## config.mk

```make
export PLATFORM = sky130hd
export DESIGN_NAME = adc_mode_config_regs
export DESIGN_NICKNAME = d
export VERILOG_FILES = /design/src/verilog/adc_cfg_pkg.sv /design/src/verilog/adc_mode_config_regs.sv
export SDC_FILE = /design/constraint.sdc
export NUM_CORES = 1
export LEC_CHECK = 0
export BUFFER_PORTS_ARGS = -buffer_cell sky130_fd_sc_hd__buf_2
export CAP_MARGIN = 20
export CORE_MARGIN = 2
export CORE_UTILIZATION = 52
export CTS_CLUSTER_DIAMETER = 150
export CTS_CLUSTER_SIZE = 8
export DETAILED_ROUTE_END_ITERATION = 6
export PLACE_DENSITY = 0.75
export SYNTH_ARGS = -nofsm -noshare
export SYNTH_HDL_FRONTEND = slang
export SYNTH_SLANG_ARGS = --single-unit
```

## constraint.sdc

```tcl
create_clock -name clk_i -period 1.7 [get_ports clk_i]
set_input_delay 0.085 -clock clk_i [delete_from_list [all_inputs] [get_ports clk_i]]
set_output_delay 0.085 -clock clk_i [all_outputs]
set_load 0.01 [all_outputs]
```

## src/verilog/adc_cfg_pkg.sv

```systemverilog
// package: register layout, reset values and decode types of the converter setup logic
package adc_cfg_pkg;
  // register geometry
  localparam int REG_W = 10;
  localparam int IDX_W = 2;
  localparam int CODE_W = 12;
  // register indices carried on the upper data lines
  localparam logic [1:0] IDX_CONV = 2'h0;
  localparam logic [1:0] IDX_INTF = 2'h1;
  // conversion_setup field positions
  localparam int REFSEL_POS = 0;
  localparam int RSVD_POS = 1;
  localparam int PWRDN_POS = 2;
  localparam int CHLO_POS = 3;
  localparam int CHHI_POS = 4;
  localparam int DIFFLO_POS = 5;
  localparam int DIFFHI_POS = 6;
  localparam int SCAN_POS = 7;
  localparam int TSTLO_POS = 8;
  localparam int TSTHI_POS = 9;
  // interface_setup field positions
  localparam int SWRST_POS = 0;
  localparam int FMT_POS = 7;
  // reset values
  localparam logic [9:0] CONV_RST = 10'h020;
  localparam logic [9:0] INTF_RST = 10'h030;
  // channel field patterns (bits 7..3)
  localparam logic [4:0] CH_SE_POS = 5'h00;
  localparam logic [4:0] CH_SE_NEG = 5'h01;
  localparam logic [4:0] CH_DIFF = 5'h04;
  localparam logic [4:0] CH_SCAN = 5'h11;
  // reference test codes
  localparam logic [11:0] BIN_TOP = 12'hFFF;
  localparam logic [11:0] BIN_MID = 12'h800;
  localparam logic [11:0] BIN_BOT = 12'h000;
  localparam logic [11:0] TWO_TOP = 12'h7FF;
  localparam logic [11:0] TWO_MID = 12'h000;
  localparam logic [11:0] TWO_BOT = 12'h800;
  // selected input route
  typedef enum logic [2:0] {
    ROUTE_POS = 3'b000,
    ROUTE_NEG = 3'b001,
    ROUTE_DIFF = 3'b010,
    ROUTE_SCAN = 3'b011,
    ROUTE_RSVD = 3'b100
  } route_t;
  // one register write from the data bus
  typedef struct packed {
    logic [1:0] idx;
    logic [9:0] val;
  } wr_t;
  // decoded analog control
  typedef struct packed {
    logic ext_ref;
    logic powerdown;
    logic diff_mode;
    logic scan_en;
    logic [1:0] test_sel;
    logic binary_fmt;
  } ctrl_t;
endpackage : adc_cfg_pkg

```

## src/verilog/adc_mode_config_regs.sv

```systemverilog
// file: configuration registers and mode decode of the two-input converter
`timescale 1ns/100ps
module adc_mode_config_regs (
  input wire logic clk_i,
  input wire logic nrst_i,
  input wire logic wr_stb_i,
  input wire logic [11:0] data_i,
  input wire logic conv_tick_i,
  output logic [9:0] conversion_setup_o,
  output logic [9:0] interface_setup_o,
  output adc_cfg_pkg::ctrl_t ctrl_o,
  output adc_cfg_pkg::route_t route_o,
  output logic use_neg_o,
  output logic test_active_o,
  output logic [11:0] test_code_o
);
  import adc_cfg_pkg::*;

  // write strobe and data arrive from pins: two-stage sync
  logic stb_s1_q;
  logic stb_s2_q;
  logic stb_s3_q;
  logic [11:0] dat_s1_q;
  logic [11:0] dat_s2_q;
  logic tick_s1_q;
  logic tick_s2_q;
  logic tick_s3_q;
  wr_t wr;
  logic wr_pulse;
  logic tick_pulse;
  // register contents
  logic [9:0] conv_q;
  logic [9:0] intf_q;
  route_t route_d;
  logic alt_q;

  // decode the channel field into an input route
  function automatic route_t decode_route(input logic [9:0] r);
    logic [4:0] f;
    f = r[SCAN_POS:CHLO_POS];
    case (f)
      CH_SE_POS: decode_route = ROUTE_POS;
      CH_SE_NEG: decode_route = ROUTE_NEG;
      CH_DIFF: decode_route = ROUTE_DIFF;
      CH_SCAN: decode_route = ROUTE_SCAN;
      default: decode_route = ROUTE_RSVD;
    endcase
  endfunction : decode_route

  // synchronisers for the pin inputs
  always_ff @(posedge clk_i or negedge nrst_i)
  begin
    if (!nrst_i)
    begin
      stb_s1_q <= 1'b0;
      stb_s2_q <= 1'b0;
      stb_s3_q <= 1'b0;
      dat_s1_q <= 12'h000;
      dat_s2_q <= 12'h000;
      tick_s1_q <= 1'b0;
      tick_s2_q <= 1'b0;
      tick_s3_q <= 1'b0;
    end
    else
    begin
      stb_s1_q <= wr_stb_i;
      stb_s2_q <= stb_s1_q;
      stb_s3_q <= stb_s2_q;
      dat_s1_q <= data_i;
      dat_s2_q <= dat_s1_q;
      tick_s1_q <= conv_tick_i;
      tick_s2_q <= tick_s1_q;
      tick_s3_q <= tick_s2_q;
    end
  end

  // split bus word into index and value, act on strobe rising edge
  assign wr = wr_t'(dat_s2_q);
  assign wr_pulse = stb_s2_q & ~stb_s3_q;
  assign tick_pulse = tick_s2_q & ~tick_s3_q;
  assign route_d = decode_route(conv_q);

  // first register; software reset bit forces it to its reset value and the second register to 10'h031
  always_ff @(posedge clk_i or negedge nrst_i)
  begin
    if (!nrst_i)
    begin
      conv_q <= CONV_RST;
    end
    else if (intf_q[SWRST_POS])
    begin
      conv_q <= CONV_RST;
    end
    else if (wr_pulse && wr.idx == IDX_CONV)
    begin
      // writes accepted in power-down too
      conv_q <= wr.val;
    end
  end

  // second register; indices 2 and 3 are ignored
  always_ff @(posedge clk_i or negedge nrst_i)
  begin
    if (!nrst_i)
    begin
      intf_q <= INTF_RST;
    end
    else if (wr_pulse && wr.idx == IDX_INTF)
    begin
      // reset bit is released only by writing zero or by nrst_i
      intf_q <= wr.val;
    end
    else if (intf_q[SWRST_POS])
    begin
      intf_q <= INTF_RST | 10'h001;
    end
  end

  // autoscan alternation: positive first, then negative, while in scan and not powered down
  always_ff @(posedge clk_i or negedge nrst_i)
  begin
    if (!nrst_i)
    begin
      alt_q <= 1'b0;
    end
    else if (route_d != ROUTE_SCAN || conv_q[PWRDN_POS])
    begin
      alt_q <= 1'b0;
    end
    else if (tick_pulse)
    begin
      alt_q <= ~alt_q;
    end
  end

  // registered outputs driven from decoded configuration
  always_ff @(posedge clk_i or negedge nrst_i)
  begin
    if (!nrst_i)
    begin
      conversion_setup_o <= CONV_RST;
      interface_setup_o <= INTF_RST;
      ctrl_o <= '0;
      route_o <= ROUTE_POS;
      use_neg_o <= 1'b0;
      test_active_o <= 1'b0;
      test_code_o <= 12'h000;
    end
    else
    begin
      conversion_setup_o <= conv_q;
      interface_setup_o <= intf_q;
      // reserved bit 1 drives nothing
      ctrl_o.ext_ref <= conv_q[REFSEL_POS];
      ctrl_o.powerdown <= conv_q[PWRDN_POS];
      ctrl_o.diff_mode <= conv_q[DIFFLO_POS];
      ctrl_o.scan_en <= conv_q[SCAN_POS];
      ctrl_o.test_sel <= conv_q[TSTHI_POS:TSTLO_POS];
      ctrl_o.binary_fmt <= intf_q[FMT_POS];
      route_o <= route_d;
      case (route_d)
        ROUTE_NEG: use_neg_o <= 1'b1;
        ROUTE_SCAN: use_neg_o <= alt_q;
        default: use_neg_o <= 1'b0;
      endcase
      test_active_o <= |conv_q[TSTHI_POS:TSTLO_POS];
      case (conv_q[TSTHI_POS:TSTLO_POS])
        2'h1: test_code_o <= intf_q[FMT_POS] ? BIN_TOP : TWO_TOP;
        2'h2: test_code_o <= intf_q[FMT_POS] ? BIN_MID : TWO_MID;
        2'h3: test_code_o <= intf_q[FMT_POS] ? BIN_BOT : TWO_BOT;
        default: test_code_o <= 12'h000;
      endcase
    end
  end

  // reset value of the first register
  reset_value_a: assert property (@(posedge clk_i) $rose(nrst_i) |-> conv_q == 10'h020)
    else $error("first register reset value wrong");
  // write reaches register next cycle
  conv_write_a: assert property (@(posedge clk_i) disable iff (!nrst_i)
    wr_pulse && wr.idx == 2'h0 && !intf_q[0] |=> conv_q == $past(wr.val))
    else $error("first register write lost");
  // writes work in power-down
  pd_write_a: assert property (@(posedge clk_i) disable iff (!nrst_i)
    conv_q[2] && wr_pulse && wr.idx == 2'h0 && !intf_q[0] |=> conv_q == $past(wr.val))
    else $error("write blocked in power-down");
  // reference select follows bit 0
  ref_sel_a: assert property (@(posedge clk_i) disable iff (!nrst_i)
    ##1 ctrl_o.ext_ref == $past(conv_q[0]))
    else $error("reference select mismatch");
  // differential route exactly on pattern
  diff_route_a: assert property (@(posedge clk_i) disable iff (!nrst_i)
    conv_q[7:3] == 5'h04 |=> route_o == ROUTE_DIFF)
    else $error("differential route missing");
  // single-ended input follows bit 3
  se_pick_a: assert property (@(posedge clk_i) disable iff (!nrst_i)
    conv_q[7:3] == 5'h01 |=> use_neg_o)
    else $error("negative input not picked");
  // autoscan toggles on each tick
  scan_alt_a: assert property (@(posedge clk_i) disable iff (!nrst_i)
    route_d == ROUTE_SCAN && !conv_q[2] && tick_pulse && $stable(conv_q) |=> alt_q != $past(alt_q))
    else $error("autoscan did not alternate");
  // lower reference test code in straight binary
  low_code_a: assert property (@(posedge clk_i) disable iff (!nrst_i)
    conv_q[9:8] == 2'h3 && intf_q[7] |=> test_code_o == 12'h000)
    else $error("lower reference binary code wrong");
endmodule : adc_mode_config_regs

```

After elaboration in Yosys (flattened, before gate mapping)
Index checks and enable logic that the tools add are counted.

Flip-flop bits (word level): 95. Input port bits: 16. ROM bits: 0. RAM bits: 0. Bits in latches: 0. Memories kept: 0. Word-level logic and storage cells: 60.

Equality and inequality tests: 10. Shift-type cells: 0. Bitwise gates (word level): 5. Divide/modulo/power cells: 0. Mux-type cells: 12. Multiply operators: 0. Order comparisons: 0. $add $sub $neg: 0. Reduce and logical (&&, ||, !) cells: 9.

Operators with widths (count): $mux W10 (4); $mux W12 (3); $pmux W12 S3 (1); $pmux W3 S4 (1); $reduce_bool A2 Y1 (3); $eq A5 B1 Y1 const B (1); $eq A5 B3 Y1 const B (1); $eq A5 B5 Y1 const B (1); $logic_not A5 Y1 (1); $eq A2 B1 Y1 const B (2); $eq A2 B2 Y1 const B (2); $eq A3 B1 Y1 const B (1); $eq A3 B2 Y1 const B (1); $ne A3 B2 Y1 const B (1); $not A1 Y1 (3); $and A1 B1 Y1 (2); $logic_and A1 B1 Y1 (2); $logic_not A2 Y1 (1); $mux W1 (2); $pmux W1 S2 (1); $reduce_or A2 Y1 (1); $logic_or A1 B1 Y1 (1).

Depth between registers and ports, before layout
Depth in word-level cells: 5. Gate-level depth with buffers: 5. Gate-level depth less buffers: 3.

Worst setup path before layout
No wires, ideal clock.

Path type: register to register. From: reg stb_s3_q. To: reg conv_q[9]. Stages on the path, launching flop included: 5. Path slack: 0.399 ns. Period minus slack after synthesis: 1.301 ns. Data required time: 1.576 ns. Arrival: 1.177 ns. Buffers on the path: 1. Setup time: 0.124 ns. Cells stage by stage: dfrtp_1 or4b_4 buf_6 nand2_1 a21oi_1.

Longest elaborated chain between the ends: 4.

RTL lines: from (decl) (RTL line adc_mode_config_regs.sv:22) `logic stb_s3_q;`; from (signal assigned) (RTL line adc_mode_config_regs.sv:68) `stb_s3_q <= stb_s2_q;`; $not A1 Y1 (RTL line adc_mode_config_regs.sv:79) `assign wr_pulse = stb_s2_q & ~stb_s3_q;`; $and A1 B1 Y1 (RTL line adc_mode_config_regs.sv:79); $logic_and A1 B1 Y1 (RTL line adc_mode_config_regs.sv:94) `else if (wr_pulse && wr.idx == IDX_CONV)`; $reduce_bool A2 Y1 (no source line); to (signal assigned) (RTL line adc_mode_config_regs.sv:97) `conv_q <= wr.val;`; to (decl) (RTL line adc_mode_config_regs.sv:32) `logic [9:0] conv_q;`.

Every way passes these cells. A chain may end at the register's enable or synchronous reset.

Worst setup path after layout
From: reg stb_s3_q. To: reg conv_q[1].

The elaborated chain is that of the path after synthesis.

==> flow_metrics.env <==
export IMPL_wire_per_inst_um=11.9
export IMPL_pwr_share_comb_pct=8.3
export IMPL_crit_slowest_cell="or4b_4"
export IMPL_setup_violations_final=0
export IMPL_drive_gt1_share_pct=34.0
export IMPL_multi_input_area_um2=420
export IMPL_max_freq_mhz=730
export IMPL_first_pass_iters=4
export IMPL_outcome="finished, final reports clean"
export IMPL_synth_top_area_share_pct=71.3
export IMPL_fin_skew_ps=9.06
export IMPL_clkPwrFrac_pct=37.3
export IMPL_ctsResizeCount=0
export IMPL_fillers=341
export IMPL_intPower_uw=3060
export IMPL_synthDistinctLibCells=24
export IMPL_vias=1459
export IMPL_cts_buffers=9
export IMPL_p_seq_share_pct=54.4
export IMPL_vdd_ir_drop_max_v=0.000907
export IMPL_start_util_pct=54.3
export IMPL_layout_commonest_cell="dfrtp_1"
export IMPL_cap_viol_max_count=0
export IMPL_crit_fanout=10
export IMPL_core_um2=4720
export IMPL_final_hold_viol_count=0
export IMPL_cp_top_family="simple AND/OR/NAND/NOR gates"
export IMPL_setup_tns_ps=0
export IMPL_slew_headroom_pct=56.0
export IMPL_power_leakage_uw=0.00160
export IMPL_row_count=25
export IMPL_clock_sinks=79
export IMPL_critPathKind="register to register"
export IMPL_yosysSeqAreaShare_pct=77.4
export IMPL_ys_ff_latch=79
export IMPL_grt_max_degree=45
export IMPL_post_drt_via_cell_ratio=4.56
export IMPL_first_global_vias=1327
export IMPL_syn_avg_cell_area_um2=14.2
export IMPL_nets=264
export IMPL_synth_area_leaders="dfrtp_1 (71%), dfstp_2 (6.2%), buf_4 (4.7%)"
export IMPL_dp_hpwl_um=2410
export IMPL_switching_share_pct=22.2
export IMPL_cpPeakStageDelay_ps=630
export IMPL_drt_wl_total_um=3800
export IMPL_grt_pass1_wl_um=5990
export IMPL_synthesis_area_um2=2560
export IMPL_grt_overflow=0
export IMPL_post_route_period_util_pct=80.6
export IMPL_crit_chain="or4b_4 > nand2_1 > a21oi_1"
export IMPL_insertedDiodeCount=0
export IMPL_min_period_ps=1370
export IMPL_switchingPower_uw=873
export IMPL_regArea_um2=1980
export IMPL_required_ps=1890
export IMPL_gp_congestion=0.693
export IMPL_drt_iter0_markers=92
export IMPL_io_buffers=59
export IMPL_most_common_layout_cells="dfrtp_1 (73), buf_2 (58), nand2_1 (30)"
export IMPL_rsz0062_at_grt="no"
export IMPL_path_clk_slew_ps=70
export IMPL_synthCells=180
export IMPL_drc=0
export IMPL_grt_usage_pct=15.3
export IMPL_synth_warnings=0
export IMPL_worstHoldPathType="input pin to asynchronous set/reset pin"
export IMPL_end_kind="register"
export IMPL_cts_tree="yes"
export IMPL_dieArea_um2=5510
export IMPL_ios=60
export IMPL_area_delta_synth_final_pct=25.0
export IMPL_dp_slack_ps=340
export IMPL_antenna_found_initial=0
export IMPL_clockRootBuffer="clkbuf_8"
export IMPL_ant_nets=0
export IMPL_crit_buf_inv=0
export IMPL_die_width_um=74.2
export IMPL_cts_max_level=3
export IMPL_finalMaxSlewViolations=0
export IMPL_syn_nets=196
export IMPL_cts_max_path_buffers=2
export IMPL_clock_latency_ps=340
export IMPL_crit_arrival_ps=1560
export IMPL_die_h_um=74.2
export IMPL_yosysTopAreaCell="dfrtp_1"
export IMPL_power_density_nw_per_um2=1230
export IMPL_start_kind="register"
export IMPL_tightest_slew_ps=660
export IMPL_layout_setup_ws_ps=329
through the flow:
step           std cells  utilization (%)  cell area [um^2]  hold slack, ps  total power (uW)
2_1_floorplan        180                -              2560            -211              2340
3_3_place_gp         289             60.1              2840             100              2470
3_5_place_dp         289             60.1              2840             105              2470
4_1_cts              320             67.8              3200             277              3970
5_1_grt              320             67.8              3200             327              4100
6_report             320             67.8              3200             270              3930
cell families after synthesis:
| logic type | count (synthesis) | share of synthesized area, % |
|---|---|---|
| AO/OA/AOI/OAI | 22 | 4.39 |
| AND/OR/NAND/NOR | 53 | 10.9 |
| buffers and inverters | 23 | 6.15 |
| flip-flops | 79 | 77.4 |
| multiplexers | 1 | 0.439 |
| XOR/XNOR | 2 | 0.684 |
Yosys cell counts:
master    number
a21oi_1       10
a22oi_1        1
and4bb_1       1
buf_2          3
buf_4         16
buf_6          1
clkbuf_1       1
dfrtp_1       73
dfstp_2        6
inv_1          2
mux2_1         1
nand2_1       30
nand2b_1       7
nor2_1         5
nor2b_1        3
nor3_1         2
nor3_2         1
nor4b_1        1
nor4b_4        1
o21ai_1       11
or2_1          1
or4b_4         1
xnor2_1        1
xor2_1         1
final timing paths:
kind                                       start                             end  slack, ps  cells after the start
setup / recovery              stb_s3_q$_DFF_PN0_           conv_q[1]$_DFFE_PN0P_        330                      3
hold reg to reg            dat_s1_q[3]$_DFF_PN0_           dat_s2_q[3]$_DFF_PN0_        350                      0
setup reg to reg              stb_s3_q$_DFF_PN0_           conv_q[1]$_DFFE_PN0P_        330                      3
hold / removal                            nrst_i            route_o[1]$_DFF_PN0_        270                      2
min in group clk_i         dat_s1_q[3]$_DFF_PN0_           dat_s2_q[3]$_DFF_PN0_        350                      0
max in group asynchronous                 nrst_i  interface_setup_o[4]$_DFF_PN1_        830                      3
final cells by class:
| cell class | instances | share of cell area [%] |
|---|---|---|
| multi-input combinational | 78 | 13.1 |
| sequential | 79 | 62.0 |
| clock inverter | 4 | 2.19 |
| tap | 67 | 2.62 |
| timing repair buffer | 78 | 15.3 |
| inverter | 2 | 0.234 |
| clock buffer | 12 | 4.53 |
layer usage:
metal / up-vias / track usage (%) / share of wire, %
li1: 697 / - / -
met1: 701 / 19.7 / 46
met2: 55 / 22.5 / 46
met3: 6 / 5.69 / 6.1
met4: 0 / 9.09 / 1.6
met5: - / 0 / 0
state kept, by name, indices dropped and copies added (netlist names), 2 cells and up:
signal              cells
conv_q                 10
conversion_setup_o      9
ctrl_o                  2
dat_s1_q               12
dat_s2_q               12
interface_setup_o      10
intf_q                 10
route_o                 3
test_code_o             2
timing repair:
action                    4_1_cts  5_1_grt
hold buffers                   15        0
hold endpoints to repair       52        0
buffers inserted                0        0
power groups by stage:
stage | Clock, uW | Sequential (uW) | Combinational, uW
floorplan | 0 | 2170 | 167
global placement | 0 | 2170 | 297
detailed placement | 0 | 2170 | 303
CTS | 1510 | 2140 | 330
global route | 1580 | 2160 | 362
finish | 1470 | 2140 | 325
(Power assumes the default switching activity.)
